File: src/rtl/asp_pkg.sv
// package: register map, field layout and types of the audio serial port
package asp_pkg;

    // ------------------------------------------------------------
    // register offsets (byte addresses)
    // ------------------------------------------------------------
    localparam logic [7:0] OFF_CTRL     = 8'h00;
    localparam logic [7:0] OFF_CLKDIV   = 8'h04;
    localparam logic [7:0] OFF_SERCTRL0 = 8'h08;
    localparam logic [7:0] OFF_SERCTRL1 = 8'h0C;
    localparam logic [7:0] OFF_INTERRUPT_FLAG_SET  = 8'h10;
    localparam logic [7:0] OFF_INTMASK  = 8'h14;
    localparam logic [7:0] OFF_DATA0    = 8'h18;
    localparam logic [7:0] OFF_DATA1    = 8'h1C;

    // ------------------------------------------------------------
    // fields
    // ------------------------------------------------------------
    // control: [0] enable, [2:1] mode, [3] tdm format
    localparam int CTRL_EN_BIT   = 0;
    localparam int CTRL_MODE_LSB = 1;
    localparam int CTRL_TDM_BIT  = 3;
    // serializer control: [0] enable, [1] transmit, [2] repeat, [3] loop
    localparam int SC_EN_BIT   = 0;
    localparam int SC_TX_BIT   = 1;
    localparam int SC_SAME_BIT = 2;
    localparam int SC_LOOP_BIT = 3;
    // flags: [m] rx ready, [2+m] rx overrun, [4+m] tx ready, [6+m] tx underrun
    localparam int FLG_RXRDY = 0;
    localparam int FLG_RXOR  = 2;
    localparam int FLG_TXRDY = 4;
    localparam int FLG_TXUR  = 6;

    localparam logic [7:0] CLKDIV_RESET = 8'h04;
    localparam logic [4:0] SLOT_BITS    = 5'h10;
    localparam logic [2:0] TDM_SLOTS    = 3'h4;

    typedef enum logic [1:0] {
        ASP_MODE_MASTER = 2'h0,
        ASP_MODE_CTRLR  = 2'h1,
        ASP_MODE_SLAVE  = 2'h3
    } asp_mode_e;

    typedef struct packed {
        logic en;
        logic tx;
        logic same;
        logic loop;
    } asp_serctrl_s;

endpackage : asp_pkg

File: src/rtl/asp_port.sv
// module: audio serial port with two serializers and an ahb-lite slave
//
// Our own choices: the register addresses and the AHB-Lite interface to the registers.
`timescale 1ns/1ps

// Overview of operation
// received word stored, receive ready set
// reading data register clears receive ready
// unread word overwritten sets overrun, write-one clears
// transmit ready set while holding register empty
// any data write clears transmit ready
// shift needed without new word sets underrun
// underrun sends zero or repeats slot word
// one data register serves all slots
// master and controller drive clock, sync
// controller mode keeps serializers disabled
// slave mode takes clock, sync from outside
// sync is word select or tdm pulse
// msb first, one clock after sync edge
// loop takes other serializer's output
// software pairs looping receiver with transmitter
// loop cleared reconnects own data pin
// software disables serializer before reconfiguring
// slave clock, sync synchronized; edge-sampled data
module asp_port (
    // clock and reset
    input  wire logic        clk_in,
    input  wire logic        rst_n_in,
    // ahb-lite slave
    input  wire logic        hsel_in,
    input  wire logic [31:0] haddr_in,
    input  wire logic [1:0]  htrans_in,
    input  wire logic        hwrite_in,
    input  wire logic [2:0]  hsize_in,
    input  wire logic [31:0] hwdata_in,
    input  wire logic        hready_in,
    output logic      [31:0] hrdata_out,
    output logic             hreadyout_out,
    output logic             hresp_out,
    // serial pins
    input  wire logic        sck_pin_in,
    output logic             sck_pin_out,
    output logic             sck_pin_oe_n_out,
    input  wire logic        fs_pin_in,
    output logic             fs_pin_out,
    output logic             fs_pin_oe_n_out,
    output logic             mck_out,
    input  wire logic [1:0]  sd_pin_in,
    output logic      [1:0]  sd_pin_out,
    output logic      [1:0]  sd_pin_oe_n_out,
    // interrupt
    output logic             irq_out
);

    // ------------------------------------------------------------
    // register bus
    // ------------------------------------------------------------
    logic        ctrl_en_q;
    logic [1:0]  mode_q;
    logic        tdm_q;
    logic [7:0]  clkdiv_q;
    logic [3:0]  serctrl_q [2];
    logic [7:0]  flag_q;
    logic [7:0]  mask_q;
    logic [31:0] data_q [2];
    logic        wr_pend_q;
    logic [7:0]  wr_addr_q;
    logic [7:0]  rd_data_flag_d;
    logic [31:0] rd_mux;

    wire       addr_ok  = hsel_in && hready_in && htrans_in[1];
    wire       wr_phase = wr_pend_q;
    wire       rd_now   = addr_ok && !hwrite_in;
    wire [7:0] ra       = haddr_in[7:0];
    wire [1:0] rd_data  = {rd_now && ra == asp_pkg::OFF_DATA1,
                           rd_now && ra == asp_pkg::OFF_DATA0};
    wire [1:0] wr_data  = {wr_phase && wr_addr_q == asp_pkg::OFF_DATA1,
                           wr_phase && wr_addr_q == asp_pkg::OFF_DATA0};
    wire       wr_flag  = wr_phase && wr_addr_q == asp_pkg::OFF_INTERRUPT_FLAG_SET;
    wire [7:0] flag_clr = wr_flag ? (hwdata_in[7:0] & 8'hCC) : 8'h00;
    wire       is_ctrlr = mode_q == asp_pkg::ASP_MODE_CTRLR;
    wire       is_slave = mode_q == asp_pkg::ASP_MODE_SLAVE;

    assign rd_mux = (ra == asp_pkg::OFF_CTRL)     ? {28'h0, tdm_q, mode_q, ctrl_en_q} :
                    (ra == asp_pkg::OFF_CLKDIV)   ? {24'h0, clkdiv_q} :
                    (ra == asp_pkg::OFF_SERCTRL0) ? {28'h0, serctrl_q[0]} :
                    (ra == asp_pkg::OFF_SERCTRL1) ? {28'h0, serctrl_q[1]} :
                    (ra == asp_pkg::OFF_INTERRUPT_FLAG_SET)  ? {24'h0, flag_q} :
                    (ra == asp_pkg::OFF_INTMASK)  ? {24'h0, mask_q} :
                    (ra == asp_pkg::OFF_DATA0)    ? data_q[0] :
                    (ra == asp_pkg::OFF_DATA1)    ? data_q[1] : 32'h0;

    always_ff @(posedge clk_in) begin
        if (!rst_n_in) begin
            wr_pend_q  <= 1'b0;
            wr_addr_q  <= 8'h00;
            hrdata_out <= 32'h0;
        end else begin
            wr_pend_q <= addr_ok && hwrite_in;
            wr_addr_q <= ra;
            if (rd_now) begin
                hrdata_out <= rd_mux;
            end
        end
    end

    always_ff @(posedge clk_in) begin
        if (!rst_n_in) begin
            ctrl_en_q <= 1'b0;
            mode_q    <= 2'h0;
            tdm_q     <= 1'b0;
            clkdiv_q  <= asp_pkg::CLKDIV_RESET;
            mask_q    <= 8'h00;
        end else if (wr_phase) begin
            case (wr_addr_q)
                asp_pkg::OFF_CTRL: begin
                    ctrl_en_q <= hwdata_in[asp_pkg::CTRL_EN_BIT];
                    mode_q    <= hwdata_in[asp_pkg::CTRL_MODE_LSB +: 2];
                    tdm_q     <= hwdata_in[asp_pkg::CTRL_TDM_BIT];
                end
                asp_pkg::OFF_CLKDIV:  clkdiv_q <= hwdata_in[7:0];
                asp_pkg::OFF_INTMASK: mask_q   <= hwdata_in[7:0];
                default: ;
            endcase
        end
    end

    assign hreadyout_out = 1'b1;
    assign hresp_out     = 1'b0;

    // ------------------------------------------------------------
    // clock generation and pin synchronizers
    // ------------------------------------------------------------
    logic [7:0] div_cnt_q;
    logic       gen_sck_q;
    logic       gen_sck_fall;
    logic [1:0] sck_sync_q;
    logic [1:0] fs_sync_q;
    logic [1:0] sd0_sync_q;
    logic [1:0] sd1_sync_q;
    logic       sck_prev_q;
    logic       fs_prev_q;
    logic       fs_seen_q;
    logic       gen_fs_q;
    logic [4:0] bit_q;
    logic [2:0] slot_q;

    wire gen_tick  = ctrl_en_q && !is_slave && div_cnt_q == clkdiv_q;
    assign gen_sck_fall = gen_tick && gen_sck_q;
    wire ext_sck   = sck_sync_q[1];
    wire ext_fs    = fs_sync_q[1];
    wire ext_rise  = ext_sck && !sck_prev_q;
    wire ext_fall  = !ext_sck && sck_prev_q;
    // shift on falling edge, sample on rising edge
    wire sh_edge   = is_slave ? (ctrl_en_q && ext_fall) : gen_sck_fall;
    wire smp_edge  = is_slave ? (ctrl_en_q && ext_rise) : (gen_tick && !gen_sck_q);
    wire fs_now    = is_slave ? ext_fs : gen_fs_q;
    wire fs_chg    = is_slave ? (fs_now != fs_prev_q) : 1'b0;
    wire [4:0] last_bit = asp_pkg::SLOT_BITS - 5'h01;
    // two slots in word-select format, four in tdm
    wire [2:0] slot_last = tdm_q ? asp_pkg::TDM_SLOTS - 3'h1 : 3'h1;
    wire fs_seen   = tdm_q ? (fs_now && !fs_prev_q) : fs_chg;
    // slave: msb follows one clock after the sync edge, so the slot turns one bit later
    wire slot_end  = is_slave ? fs_seen_q : bit_q == last_bit;

    always_ff @(posedge clk_in) begin
        if (!rst_n_in) begin
            sck_sync_q <= 2'h0;
            fs_sync_q  <= 2'h0;
            sd0_sync_q <= 2'h0;
            sd1_sync_q <= 2'h0;
            sck_prev_q <= 1'b0;
        end else begin
            sck_sync_q <= {sck_sync_q[0], sck_pin_in};
            fs_sync_q  <= {fs_sync_q[0], fs_pin_in};
            sd0_sync_q <= {sd0_sync_q[0], sd_pin_in[0]};
            sd1_sync_q <= {sd1_sync_q[0], sd_pin_in[1]};
            sck_prev_q <= ext_sck;
        end
    end

    always_ff @(posedge clk_in) begin
        if (!rst_n_in) begin
            div_cnt_q <= 8'h00;
            gen_sck_q <= 1'b0;
            mck_out   <= 1'b0;
        end else begin
            mck_out <= ctrl_en_q && !is_slave && !mck_out;
            if (gen_tick || !ctrl_en_q || is_slave) begin
                div_cnt_q <= 8'h00;
            end else begin
                div_cnt_q <= div_cnt_q + 8'h01;
            end
            if (gen_tick) begin
                gen_sck_q <= !gen_sck_q;
            end else if (!ctrl_en_q || is_slave) begin
                gen_sck_q <= 1'b0;
            end
        end
    end

    // bit and slot counters; sync changes one bit before the msb
    always_ff @(posedge clk_in) begin
        if (!rst_n_in) begin
            bit_q     <= 5'h00;
            slot_q    <= 3'h0;
            gen_fs_q  <= 1'b0;
            fs_prev_q <= 1'b0;
            fs_seen_q <= 1'b0;
        end else begin
            if (sh_edge) begin
                fs_prev_q <= fs_now;
                fs_seen_q <= is_slave && fs_seen;
                if (slot_end) begin
                    bit_q  <= 5'h00;
                    slot_q <= (slot_q < slot_last) ? slot_q + 3'h1 : 3'h0;
                end else begin
                    bit_q <= bit_q + 5'h01;
                end
                if (!is_slave) begin
                    // toggled at bit 14 so sync leads msb by one clock
                    if (bit_q == last_bit - 5'h01) begin
                        gen_fs_q <= tdm_q ? (slot_q == asp_pkg::TDM_SLOTS - 3'h1) : !gen_fs_q;
                    end else if (tdm_q) begin
                        gen_fs_q <= 1'b0;
                    end
                end
            end
        end
    end

    always_ff @(posedge clk_in) begin
        if (!rst_n_in) begin
            sck_pin_out      <= 1'b0;
            sck_pin_oe_n_out <= 1'b1;
            fs_pin_out       <= 1'b0;
            fs_pin_oe_n_out  <= 1'b1;
        end else begin
            sck_pin_out      <= gen_sck_q;
            fs_pin_out       <= gen_fs_q;
            sck_pin_oe_n_out <= !(ctrl_en_q && !is_slave);
            fs_pin_oe_n_out  <= !(ctrl_en_q && !is_slave);
        end
    end

    // ------------------------------------------------------------
    // serializers
    // ------------------------------------------------------------
    logic [31:0] sh_q   [2];
    logic [31:0] prev_q [2][8];
    logic [1:0]  full_q;
    logic [1:0]  sd_out_q;
    logic [1:0]  sd_oe_n_q;
    logic [1:0]  rx_done;
    logic [1:0]  tx_load;
    logic [1:0]  ser_on;
    logic [1:0]  rx_bit;

    genvar m;
    generate
        for (m = 0; m < 2; m++) begin : g_ser
            asp_pkg::asp_serctrl_s sc;
            assign sc = asp_pkg::asp_serctrl_s'({serctrl_q[m][asp_pkg::SC_EN_BIT],
                                                 serctrl_q[m][asp_pkg::SC_TX_BIT],
                                                 serctrl_q[m][asp_pkg::SC_SAME_BIT],
                                                 serctrl_q[m][asp_pkg::SC_LOOP_BIT]});
            wire wr_sc  = wr_phase && wr_addr_q == (m == 0 ? asp_pkg::OFF_SERCTRL0
                                                           : asp_pkg::OFF_SERCTRL1);
            wire pin_in = (m == 0) ? sd0_sync_q[1] : sd1_sync_q[1];
            assign ser_on[m]  = sc.en && ctrl_en_q && !is_ctrlr;
            assign rx_bit[m]  = sc.loop ? sd_out_q[1 - m] : pin_in;
            assign rx_done[m] = ser_on[m] && !sc.tx && sh_edge && slot_end;
            assign tx_load[m] = ser_on[m] && sc.tx && sh_edge && slot_end;
            wire [31:0] tx_word = full_q[m] ? data_q[m] :
                                  (sc.same ? prev_q[m][slot_q] : 32'h0);
            wire [31:0] rx_word = sh_q[m] << (6'h20 - {1'b0, asp_pkg::SLOT_BITS});

            always_ff @(posedge clk_in) begin
                if (!rst_n_in) begin
                    serctrl_q[m] <= 4'h0;
                end else if (wr_sc) begin
                    serctrl_q[m] <= hwdata_in[3:0];
                end
            end

            always_ff @(posedge clk_in) begin
                if (!rst_n_in) begin
                    sh_q[m]      <= 32'h0;
                    data_q[m]    <= 32'h0;
                    full_q[m]    <= 1'b0;
                    sd_out_q[m]  <= 1'b0;
                    sd_oe_n_q[m] <= 1'b1;
                end else begin
                    sd_oe_n_q[m] <= !(ser_on[m] && sc.tx);
                    if (tx_load[m]) begin
                        sh_q[m]            <= tx_word << (6'h20 - {1'b0, asp_pkg::SLOT_BITS});
                        prev_q[m][slot_q]  <= tx_word;
                        sd_out_q[m]        <= tx_word[asp_pkg::SLOT_BITS - 5'h01];
                    end else if (ser_on[m] && sc.tx && sh_edge) begin
                        sd_out_q[m] <= sh_q[m][30];
                        sh_q[m]     <= {sh_q[m][30:0], 1'b0};
                    end else if (ser_on[m] && !sc.tx && smp_edge) begin
                        sh_q[m] <= {sh_q[m][30:0], rx_bit[m]};
                    end
                    if (rx_done[m]) begin
                        data_q[m] <= rx_word >> (6'h20 - {1'b0, asp_pkg::SLOT_BITS});
                    end else if (wr_data[m]) begin
                        data_q[m] <= hwdata_in;
                    end
                    // a write in the load cycle keeps its word for the next slot
                    if (wr_data[m]) begin
                        full_q[m] <= 1'b1;
                    end else if (tx_load[m]) begin
                        full_q[m] <= 1'b0;
                    end
                end
            end
        end
    endgenerate

    assign sd_pin_out      = sd_out_q;
    assign sd_pin_oe_n_out = sd_oe_n_q;

    // ------------------------------------------------------------
    // flags and interrupt
    // ------------------------------------------------------------
    always_comb begin
        rd_data_flag_d = flag_q & ~flag_clr;
        for (int k = 0; k < 2; k++) begin
            if (rd_data[k]) begin
                rd_data_flag_d[asp_pkg::FLG_RXRDY + k] = 1'b0;
            end
            if (rx_done[k]) begin
                rd_data_flag_d[asp_pkg::FLG_RXRDY + k] = 1'b1;
                if (flag_q[asp_pkg::FLG_RXRDY + k] && !rd_data[k]) begin
                    rd_data_flag_d[asp_pkg::FLG_RXOR + k] = 1'b1;
                end
            end
            rd_data_flag_d[asp_pkg::FLG_TXRDY + k] =
                ser_on[k] && serctrl_q[k][asp_pkg::SC_TX_BIT] && !full_q[k]
                && !wr_data[k];
            if (tx_load[k] && !full_q[k]) begin
                rd_data_flag_d[asp_pkg::FLG_TXUR + k] = 1'b1;
            end
        end
    end

    always_ff @(posedge clk_in) begin
        if (!rst_n_in) begin
            flag_q  <= 8'h00;
            irq_out <= 1'b0;
        end else begin
            flag_q  <= rd_data_flag_d;
            irq_out <= |(rd_data_flag_d & mask_q);
        end
    end

    // ------------------------------------------------------------
    // checks
    // ------------------------------------------------------------
    a_rx_ready_set: assert property (@(posedge clk_in) disable iff (!rst_n_in)
        rx_done[0] |=> flag_q[asp_pkg::FLG_RXRDY]) else $error("rx ready not set");
    a_rx_read_clr: assert property (@(posedge clk_in) disable iff (!rst_n_in)
        rd_data[0] && !rx_done[0] |=> !flag_q[asp_pkg::FLG_RXRDY])
        else $error("rx ready not cleared by read");
    a_overrun_set: assert property (@(posedge clk_in) disable iff (!rst_n_in)
        rx_done[0] && flag_q[asp_pkg::FLG_RXRDY] && !rd_data[0]
        |=> flag_q[asp_pkg::FLG_RXOR]) else $error("overrun missed");
    a_tx_write_clr: assert property (@(posedge clk_in) disable iff (!rst_n_in)
        wr_data[1] |=> !flag_q[asp_pkg::FLG_TXRDY + 1]) else $error("tx ready stays after write");
    a_underrun_set: assert property (@(posedge clk_in) disable iff (!rst_n_in)
        tx_load[1] && !full_q[1] |=> flag_q[asp_pkg::FLG_TXUR + 1]) else $error("underrun missed");
    a_ctrlr_off: assert property (@(posedge clk_in) disable iff (!rst_n_in)
        is_ctrlr |-> ser_on == 2'h0) else $error("serializer active in controller mode");
    a_slave_inputs: assert property (@(posedge clk_in) disable iff (!rst_n_in)
        is_slave ##1 is_slave |-> sck_pin_oe_n_out && fs_pin_oe_n_out)
        else $error("clock pins driven in slave mode");
    a_irq_level: assert property (@(posedge clk_in) disable iff (!rst_n_in)
        $past(|(rd_data_flag_d & mask_q)) == irq_out) else $error("irq mismatch");

endmodule : asp_port
File: config.mk
export PLATFORM = sky130hd
export DESIGN_NAME = asp_port
export DESIGN_NICKNAME = d
export VERILOG_FILES = /design/src/rtl/asp_pkg.sv /design/src/rtl/asp_port.sv
export SDC_FILE = /design/constraint.sdc
export NUM_CORES = 1
export LEC_CHECK = 0
export BUFFER_PORTS_ARGS = -buffer_cell sky130_fd_sc_hd__buf_2
export CAP_MARGIN = 15
export CELL_PAD_IN_SITES_DETAIL_PLACEMENT = 1
export CELL_PAD_IN_SITES_GLOBAL_PLACEMENT = 1
export CORE_MARGIN = 2
export CORE_UTILIZATION = 25
export DETAILED_ROUTE_END_ITERATION = 10
export PLACE_DENSITY = 0.41
export SLEW_MARGIN = 20
export SYNTH_ARGS = -nofsm -noshare
export SYNTH_HDL_FRONTEND = slang
export SYNTH_SLANG_ARGS = --single-unit
export TNS_END_PERCENT = 10
File: constraint.sdc
create_clock -name clk_in -period 5.25 [get_ports clk_in]
set_input_delay 0.2625 -clock clk_in [delete_from_list [all_inputs] [get_ports clk_in]]
set_output_delay 0.2625 -clock clk_in [all_outputs]
set_load 0.05 [all_outputs]
# [Word level (Yosys, flattened, before mapping)]
# Memory sizes are Yosys's and may differ from the RTL's.
# Cells that the tools add are included.
[totals] wordCells=283 n_memories=4 reg_bits=109 output_inout_bits=44 ram_bits=648
[op_classes] n_bitwise=18 reduce_logical=88 eq_ne=21 mux=114 order_cmp=3 addsub=3
[mem_list] memory="prev_q" words=2 word_bits=256 read_ports=2 rd_clocked_by_memory_dff=0 wr=2 line_no="asp_port.sv:250" source="logic [31:0] prev_q [2][8];"
[mem_list] memory="data_q" words=2 word_bits=32 read_ports=2 rd_clocked_by_memory_dff=0 wr=2 line_no="asp_port.sv:65" source="logic [31:0] data_q [2];"
[mem_list] memory="sh_q" words=2 word_bits=32 read_ports=2 rd_clocked_by_memory_dff=0 wr=2 line_no="asp_port.sv:249" source="logic [31:0] sh_q [2];"
[mem_list] memory="serctrl_q" words=2 word_bits=4 read_ports=2 rd_clocked_by_memory_dff=0 wr=2 line_no="asp_port.sv:62" source="logic [3:0] serctrl_q [2];"
[op_table] operator="$mux 32" n=27
[op_table] operator="$mux 256" n=2
[op_table] operator="$bmux 32 s3" n=2
[op_table] operator="$demux 32 s3" n=1
[op_table] operator="$mux 1" n=76
[op_table] operator="$eq 8x5->1 const B" n=8
[op_table] operator="$logic_and 1x1->1" n=49
[op_table] operator="$eq 8x4->1 const B" n=4
[op_table] operator="$logic_not 1->1" n=21
[op_table] operator="$and 8x8->8" n=2
[op_table] operator="$eq 8x3->1 const B" n=2
[op_table] operator="$logic_not 8->1" n=2
[op_table] operator="$or 1x1->1" n=12
[op_table] operator="$reduce_bool 2->1" n=6
[op_table] operator="$eq 5x4->1 const B" n=2
[op_table] operator="$add 8x1->8 const B" n=1
[op_table] operator="$eq 8x8->1" n=1
[op_table] operator="$mux 4" n=2
[op_table] operator="$mux 8" n=1
[op_table] operator="$not 8->8" n=1
[op_table] operator="$reduce_and 2->1" n=4
[op_table] operator="$reduce_or 8->1" n=1
[op_table] operator="$add 5x1->5 const B" n=1
[op_table] operator="$mux 5" n=1
[op_table] operator="other kinds (15)" n=18

# [Depth between registers and ports, before layout]
# Gate-level depths: netlist of the first run.
[logic_depth] ltp_word=14 ltp_mapped=9 mapped_depth_nobuf=8

# [Worst setup path before layout of the first run]
# No wires, ideal clock.
[synth_path] kind="register to register" start="register bit_q[0]" end="memory data_q[1][0] (enable)" arrival_time_ns=2.543 slack_ns=2.146 setup_ns=0.561 period_less_slack_ns=3.104 stages_incl_launch_ff=9 required_time_ns=4.689 n_path_buf=2 cell_sequence="dfxtp_1 > ha_1 > and3_1 > ha_1 > mux2_2 > clkbuf_1 > nand3_1 > buf_2 > nand3_1"
[synth_lines] item="start: declaration" line_no="asp_port.sv:145" source="logic [4:0] bit_q;"
[synth_lines] item="start signal: assignment" line_no="asp_port.sv:218" source="bit_q <= bit_q + 5'h01;"
[synth_lines] item="end: declaration" line_no="asp_port.sv:65"

==> results.sh, run 1 <==
export IMPL_port_buffers=91
export IMPL_tightest_slew_ns=1.099
export IMPL_cts_buffers=58
export IMPL_finalCritPeriodShare_pct=70.12
export IMPL_critical_path_max_fanout=17
export IMPL_cts_setup_buffers=0
export IMPL_synth_ff_type="edfxtp_1"
export IMPL_worstHoldPathType="in -> reg"
export IMPL_first_global_vias=13707
export IMPL_max_freq_ghz=0.2716
export IMPL_ys_seq_area_share_pct=69.64
export IMPL_synth_xor_area_share_pct=0.6585
export IMPL_start_kind="flop"
export IMPL_antenna_found_initial=2
export IMPL_grt_pass1_wl_mm=96.07
export IMPL_viasPerCell=4.772
export IMPL_drc=0
export IMPL_synth_compound_area_share_pct=13.18
export IMPL_htree_levels=2
export IMPL_yosys_area_share_adder_pct=0.5017
export IMPL_slew_headroom_pct=26.75
export IMPL_path_cells="xnor2_1, nand4_1, o31ai_4, a32oi_2, nor2_1, and2_1"
export IMPL_dp_cells=2568
export IMPL_chipHeight_um=286.5
export IMPL_synth_avg_cell_area_sq_um=13.55
export IMPL_numClockSinks=499
export IMPL_tns_ns=0
export IMPL_dpl_hpwl_mm=41.65
export IMPL_min_period_ns=3.681
export IMPL_gr_total_overflow=0
export IMPL_crit_family="compound AO/OA/AOI/OAI gates"
export IMPL_rrSetupSlack_ns=1.57
export IMPL_synth_nets=1558
export IMPL_ys_seq_elements=499
export IMPL_muxShareOfSynthArea_pct=1.662
export IMPL_grt_max_degree=56
export IMPL_drt_iter0_drc=861
export IMPL_wl_per_cell_um=24.04
export IMPL_async_reset_ff_share_pct=0
export IMPL_gp_congestion=0.7465
export IMPL_clk_latency_ns=0.64
export IMPL_syn_to_final_growth_pct=20.58
export IMPL_endpoint_kind="flop"
export IMPL_status="completed"
export IMPL_rows=103
export IMPL_chipWidth_um=286.5
export IMPL_first_pass_iters=5
export IMPL_drv_cap=0
export IMPL_num_vias=12965
export IMPL_nets=1707
export IMPL_wl_mm=65.31
export IMPL_finClkSkew_ns=0.03470
export IMPL_rsz0062_at_grt="no"
export IMPL_clkTransAtPathRegs_ns=0.06
export IMPL_place_area_sq_mm=0.02179
export IMPL_synth_top_family_by_area="compound AO/OA/AOI/OAI gates"
export IMPL_ctsLongestPathBuffers=3
export IMPL_layout_cells_non_filler=2717
export IMPL_fill_cells=8418
export IMPL_setup_viol=0
export IMPL_yosys_warnings=0
export IMPL_final_common_cell="edfxtp_1"
export IMPL_coreArea_sq_mm=0.07900
export IMPL_path_buf_inv=0
export IMPL_drive_above_1_share_pct=16.63
export IMPL_p_leak_nw=8.175
export IMPL_dieArea_sq_mm=0.08208
export IMPL_syn_area_sq_mm=0.01995
export IMPL_worst_path_max_delay_cell="o31ai_4"
export IMPL_ant_nets=0
export IMPL_cts_tree="yes"
export IMPL_fin_area_sq_mm=0.02406
export IMPL_start_util_pct=25.26
export IMPL_slew_violations=0
export IMPL_hold_violations=0
export IMPL_syn_inst=1472
export IMPL_ios=122
export IMPL_ir_drop_v=0.0002824
export IMPL_synth_simple_area_share_pct=11.73
export IMPL_cp_required_ns=5.75
export IMPL_cpPeakStageDelay_ns=0.86
export IMPL_critical_path_class="reg -> reg"
export IMPL_synthDistinctLibCells=70
export IMPL_worstPathArrival_ns=4.18
export IMPL_most_common_layout_cells="390 x edfxtp_1, 128 x a22oi_1, 113 x nor2_1, 109 x dfxtp_1, 95 x and2_1"
export IMPL_p_per_area_mw_per_mm2=351.2
export IMPL_cts_root_buffer="clkbuf_16"
export IMPL_synth_edff_count=390
export IMPL_grt_use_total_pct=15.83
[worst paths after layout]
path	start	cells after the start	endpoint
min reg2reg	mck_out	1	mck_out
max	clkdiv_q[5]	6	sh_q[1][10]
max reg2reg	clkdiv_q[5]	6	sh_q[1][10]
min	hwdata_in[3]	3	mask_q[3]
[worst reg2reg max path, stage by stage, from the launching register on]
cell and delay (ns):
dfxtp_1 0.46, xnor2_1 0.18, nand4_1 0.30, o31ai_4 0.86, a32oi_2 0.66, nor2_1 0.87, and2_1 0.24
[per-stage QoR]
step / worst slack [ns] / hold WS [ns] / util [%] / power [mW]
6_report: 1.569 / 0.04816 / 30.45 / 8.449
5_1_grt: 1.259 / 0.06052 / 30.45 / 8.737
4_1_cts: 1.490 / 0.03376 / 30.45 / 8.573
3_5_place_dp: 1.486 / 0.4123 / 27.58 / 4.560
3_3_place_gp: 1.523 / 0.4037 / 27.58 / 4.559
2_1_floorplan: 2.146 / 0.3852 / - / 4.457
[cell usage after synthesis, types with 14 or more instances]
| cell type | number | area, sq um |
|---|---|---|
| dfxtp_1 | 109 | 2182 |
| nand2_1 | 76 | 285.3 |
| nor3_1 | 16 | 80.08 |
| a221oi_1 | 28 | 245.2 |
| nand3_1 | 54 | 270.3 |
| buf_2 | 22 | 110.1 |
| nand4_1 | 17 | 106.4 |
| clkbuf_1 | 67 | 251.5 |
| inv_1 | 24 | 90.09 |
| and2_1 | 95 | 594.3 |
| edfxtp_1 | 390 | 11710 |
| a22o_1 | 73 | 639.4 |
| a21oi_1 | 74 | 370.4 |
| a22oi_1 | 128 | 960.9 |
| mux2i_1 | 14 | 140.1 |
| nor2_1 | 113 | 424.2 |
[kinds of logic after synthesis]
family | count (synthesis)
flip-flops | 499
AND/OR/NAND/NOR | 442
AO/OA/AOI/OAI | 355
buffers and inverters | 124
multiplexers | 27
XOR/XNOR | 15
adder cells (fa/ha/maj) | 8
other | 2
[area by class of cell]
cell class	count	area, sq um	share of cell area [%]
tap	1050	1314	5.461
sequential	499	13890	57.75
timing repair buffer	188	1316	5.471
antenna	1	2.502	0.01040
inverter	25	95.09	0.3953
clock inverter	34	272.8	1.134
multi-input combinational	849	5603	23.29
clock buffer	71	1560	6.486
[registers in the layout, summed over array words and instances, names as in the netlist, 3 cells and up]
signal	flops
mask_q	8
wr_addr_q	8
serctrl_q	8
prev_q	256
div_cnt_q	8
slot_q	3
data_q	64
flag_q	8
bit_q	5
clkdiv_q	8
hrdata_out	32
sh_q	62
[per-layer routing]
metal / share of wire (%) / track usage, %
met5: 0 / 0
met1: 47 / 21.99
met4: 1.6 / 3.717
met3: 3.7 / 2.202
met2: 48 / 26.08
[report_power, final]
group | switching (mW) | internal [mW]
Clock | 1.67 | 2.29
Combinational | 0.126 | 0.0608
Sequential | 0.0337 | 4.27
Total | 1.83 | 6.62
[timing repair]
item | 4_1_cts | 5_1_grt
gates resized for setup | 0 | 0
hold buffers | 43 | 0
endpoints found under the hold margin | 70 | 0
(Power assumes the default switching activity.)
==> run 2: changes to the inputs <==
==> constraint.sdc (replaced) <==
create_clock -name clk_in -period 3.75 [get_ports clk_in]
set_input_delay 0.1875 -clock clk_in [delete_from_list [all_inputs] [get_ports clk_in]]
set_output_delay 0.1875 -clock clk_in [all_outputs]
set_load 0.05 [all_outputs]
==> run 2 against run 1 <==
Die area did not move. Sequential share of layout area fell by 0.62 points. Clock skew rose by 0.00091 ns. Utilization rose by 0.33 points. Total power rose by 39%. Worst hold slack improved by 0.0077 ns. Cell count rose by 1.1%. Critical endpoint is now prev_q[0][448]. Sequential cell count did not move. Combinational power rose by 43%. Sequential power rose by 40%. Routed wire length rose by 0.55%. Critical path depth rose by 1. Highest routed layer unchanged.
==> results.sh, run 2 (synthesized netlist as in run 1, its figures left out) <==
export IMPL_slew_violations=0
export IMPL_wl_mm=65.67
export IMPL_combPwrFrac_pct=2.3
export IMPL_worstPathArrival_ns=3.41
export IMPL_critical_path_class="reg -> reg"
export IMPL_grt_max_degree=43
export IMPL_path_cells="xnor2_1, nand4_1, o31a_1, nor2_1, nand3_1, nor2b_1, buf_12"
export IMPL_hold_violations=0
export IMPL_numClockSinks=499
export IMPL_gp_congestion=0.7464
export IMPL_p_leak_nw=8.305
export IMPL_dieArea_sq_mm=0.08208
export IMPL_cp_required_ns=4.06
export IMPL_worstHoldPathType="in -> reg"
export IMPL_chipWidth_um=286.5
export IMPL_critical_path_max_fanout=14
export IMPL_max_freq_ghz=0.3220
export IMPL_htree_levels=2
export IMPL_p_per_area_mw_per_mm2=483.5
export IMPL_nets=1733
export IMPL_hold_ws_ns=0.05585
export IMPL_port_buffers=91
export IMPL_most_common_layout_cells="390 x edfxtp_1, 128 x a22oi_1, 113 x nor2_1, 109 x dfxtp_1, 95 x and2_1"
export IMPL_clkPwrFrac_pct=46.4
export IMPL_path_buf_inv=1
export IMPL_tns_ns=0
export IMPL_setup_viol=0
export IMPL_first_pass_iters=5
export IMPL_cts_tree="yes"
export IMPL_p_int_mw=9.201
export IMPL_top_regs="prev_q (256), data_q (64), sh_q (62)"
export IMPL_syn_to_final_growth_pct=21.89
export IMPL_tightest_slew_ns=1.061
export IMPL_rrSetupSlack_ns=0.64
export IMPL_ios=122
export IMPL_p_seq_share_pct=51.3
export IMPL_cts_setup_buffers=0
export IMPL_largest_reg_flops=256
export IMPL_wl_per_cell_um=23.91
export IMPL_rsz0062_at_grt="no"
export IMPL_rows=103
export IMPL_min_period_ns=3.105
export IMPL_ant_nets=0
export IMPL_rr_endpoint="prev_q[0][448]"
export IMPL_reg2reg_depth=7
export IMPL_slew_headroom_pct=27.41
export IMPL_cts_buffers=58
export IMPL_top_register="prev_q"
export IMPL_endpoint_kind="flop"
export IMPL_num_vias=13151
export IMPL_finalCritPeriodShare_pct=82.80
export IMPL_worst_path_max_delay_cell="o31a_1"
export IMPL_ir_drop_v=0.0004015
export IMPL_drt_iter0_drc=617
export IMPL_worstReg2RegStart="div_cnt_q[0]"
export IMPL_chipHeight_um=286.5
export IMPL_post_route_util_pct=30.78
export IMPL_cpPeakStageDelay_ns=0.50
export IMPL_gr_total_overflow=0
export IMPL_start_kind="flop"
export IMPL_min_path_cells=2
export IMPL_p_total_mw=11.76
export IMPL_status="completed"
export IMPL_dpl_hpwl_mm=42.87
export IMPL_p_switching_mw=2.557
export IMPL_whs_endpoint="clkdiv_q[2]"
export IMPL_clkTransAtPathRegs_ns=0.06
export IMPL_grt_pass1_wl_mm=96.23
export IMPL_sw_frac_of_total_pct=21.75
export IMPL_start_util_pct=25.26
export IMPL_cts_root_buffer="clkbuf_16"
export IMPL_fill_cells=8382
export IMPL_cts_resized=0
export IMPL_drc=0
export IMPL_holdCritStartpoint="rst_n_in"
export IMPL_drive_above_1_share_pct=17.75
export IMPL_final_common_cell="edfxtp_1"
export IMPL_antenna_found_initial=0
export IMPL_first_global_vias=13875
export IMPL_viasPerCell=4.787
export IMPL_area_sequential_sq_mm=0.01389
export IMPL_drv_cap=0
export IMPL_grt_use_total_pct=15.89
export IMPL_ctsLongestPathBuffers=3
export IMPL_clk_latency_ns=0.63
export IMPL_finClkSkew_ns=0.03562
export IMPL_crit_family="simple AND/OR/NAND/NOR gates"
export IMPL_multiInputGateArea_sq_mm=0.005595
export IMPL_coreArea_sq_mm=0.07900
## run 2: changes by cell type in the layout (fill, tap and decap cells not counted), sizes merged
cell,previous run,this run
clkinvlp,0,3
buf,145,170
clkinv,29,27
clkbuf,71,75
bufinv,4,3
dlygate4sd3,43,44
## run 2: power by group through the flow
| stage | Sequential, mW | Clock (mW) | Combinational, mW |
|---|---|---|---|
| floorplan | 6.13 | 0 | 0.111 |
| global placement | 6.15 | 0 | 0.235 |
| detailed placement | 6.15 | 0 | 0.237 |
| CTS | 6.03 | 5.65 | 0.274 |
| global route | 6.03 | 5.83 | 0.290 |
| finish | 6.03 | 5.46 | 0.267 |
## run 2: timing repair
item                                   4_1_cts  5_1_grt
endpoints found under the hold margin       80        0
setup endpoints to repair                    0        0
hold buffers                                44        0
## run 2: routing by layer
metal  track usage [%]  share of wire [%]
met3             2.258                3.4
met5                 0                  0
met2             25.62                 47
met1             22.30                 48
met4             4.267                2.2
## run 2: worst max path at each step
stage                     slack (ns)             end         start  cells past startpoint
after floorplan                 0.65    data_q[1][0]      bit_q[0]                      8
after global placement          0.68  prev_q[0][448]  div_cnt_q[0]                      7
after detailed placement        0.65  prev_q[0][448]  div_cnt_q[1]                      7
after CTS                       0.61  prev_q[0][448]  div_cnt_q[1]                      7
after global routing            0.48  prev_q[0][451]  div_cnt_q[1]                      7
final                           0.64  prev_q[0][448]  div_cnt_q[0]                      7
## run 2: cell type report
type | instances | share of cell area, %
antenna | 1 | 0.01029
clock inverter | 34 | 1.075
clock buffer | 75 | 6.400
sequential | 499 | 57.13
tap | 1050 | 5.402
inverter | 25 | 0.3910
multi-input combinational | 849 | 23.01
timing repair buffer | 214 | 6.585
## run 2: through the flow
step	cell area, sq um	setup slack (ns)	std cells
CTS	24320	0.6147	2746
global placement	22060	0.6842	2593
finish	24320	0.6449	2747
floorplan	19950	0.6458	1472
global route	24320	0.4799	2746
detailed placement	22060	0.6498	2593
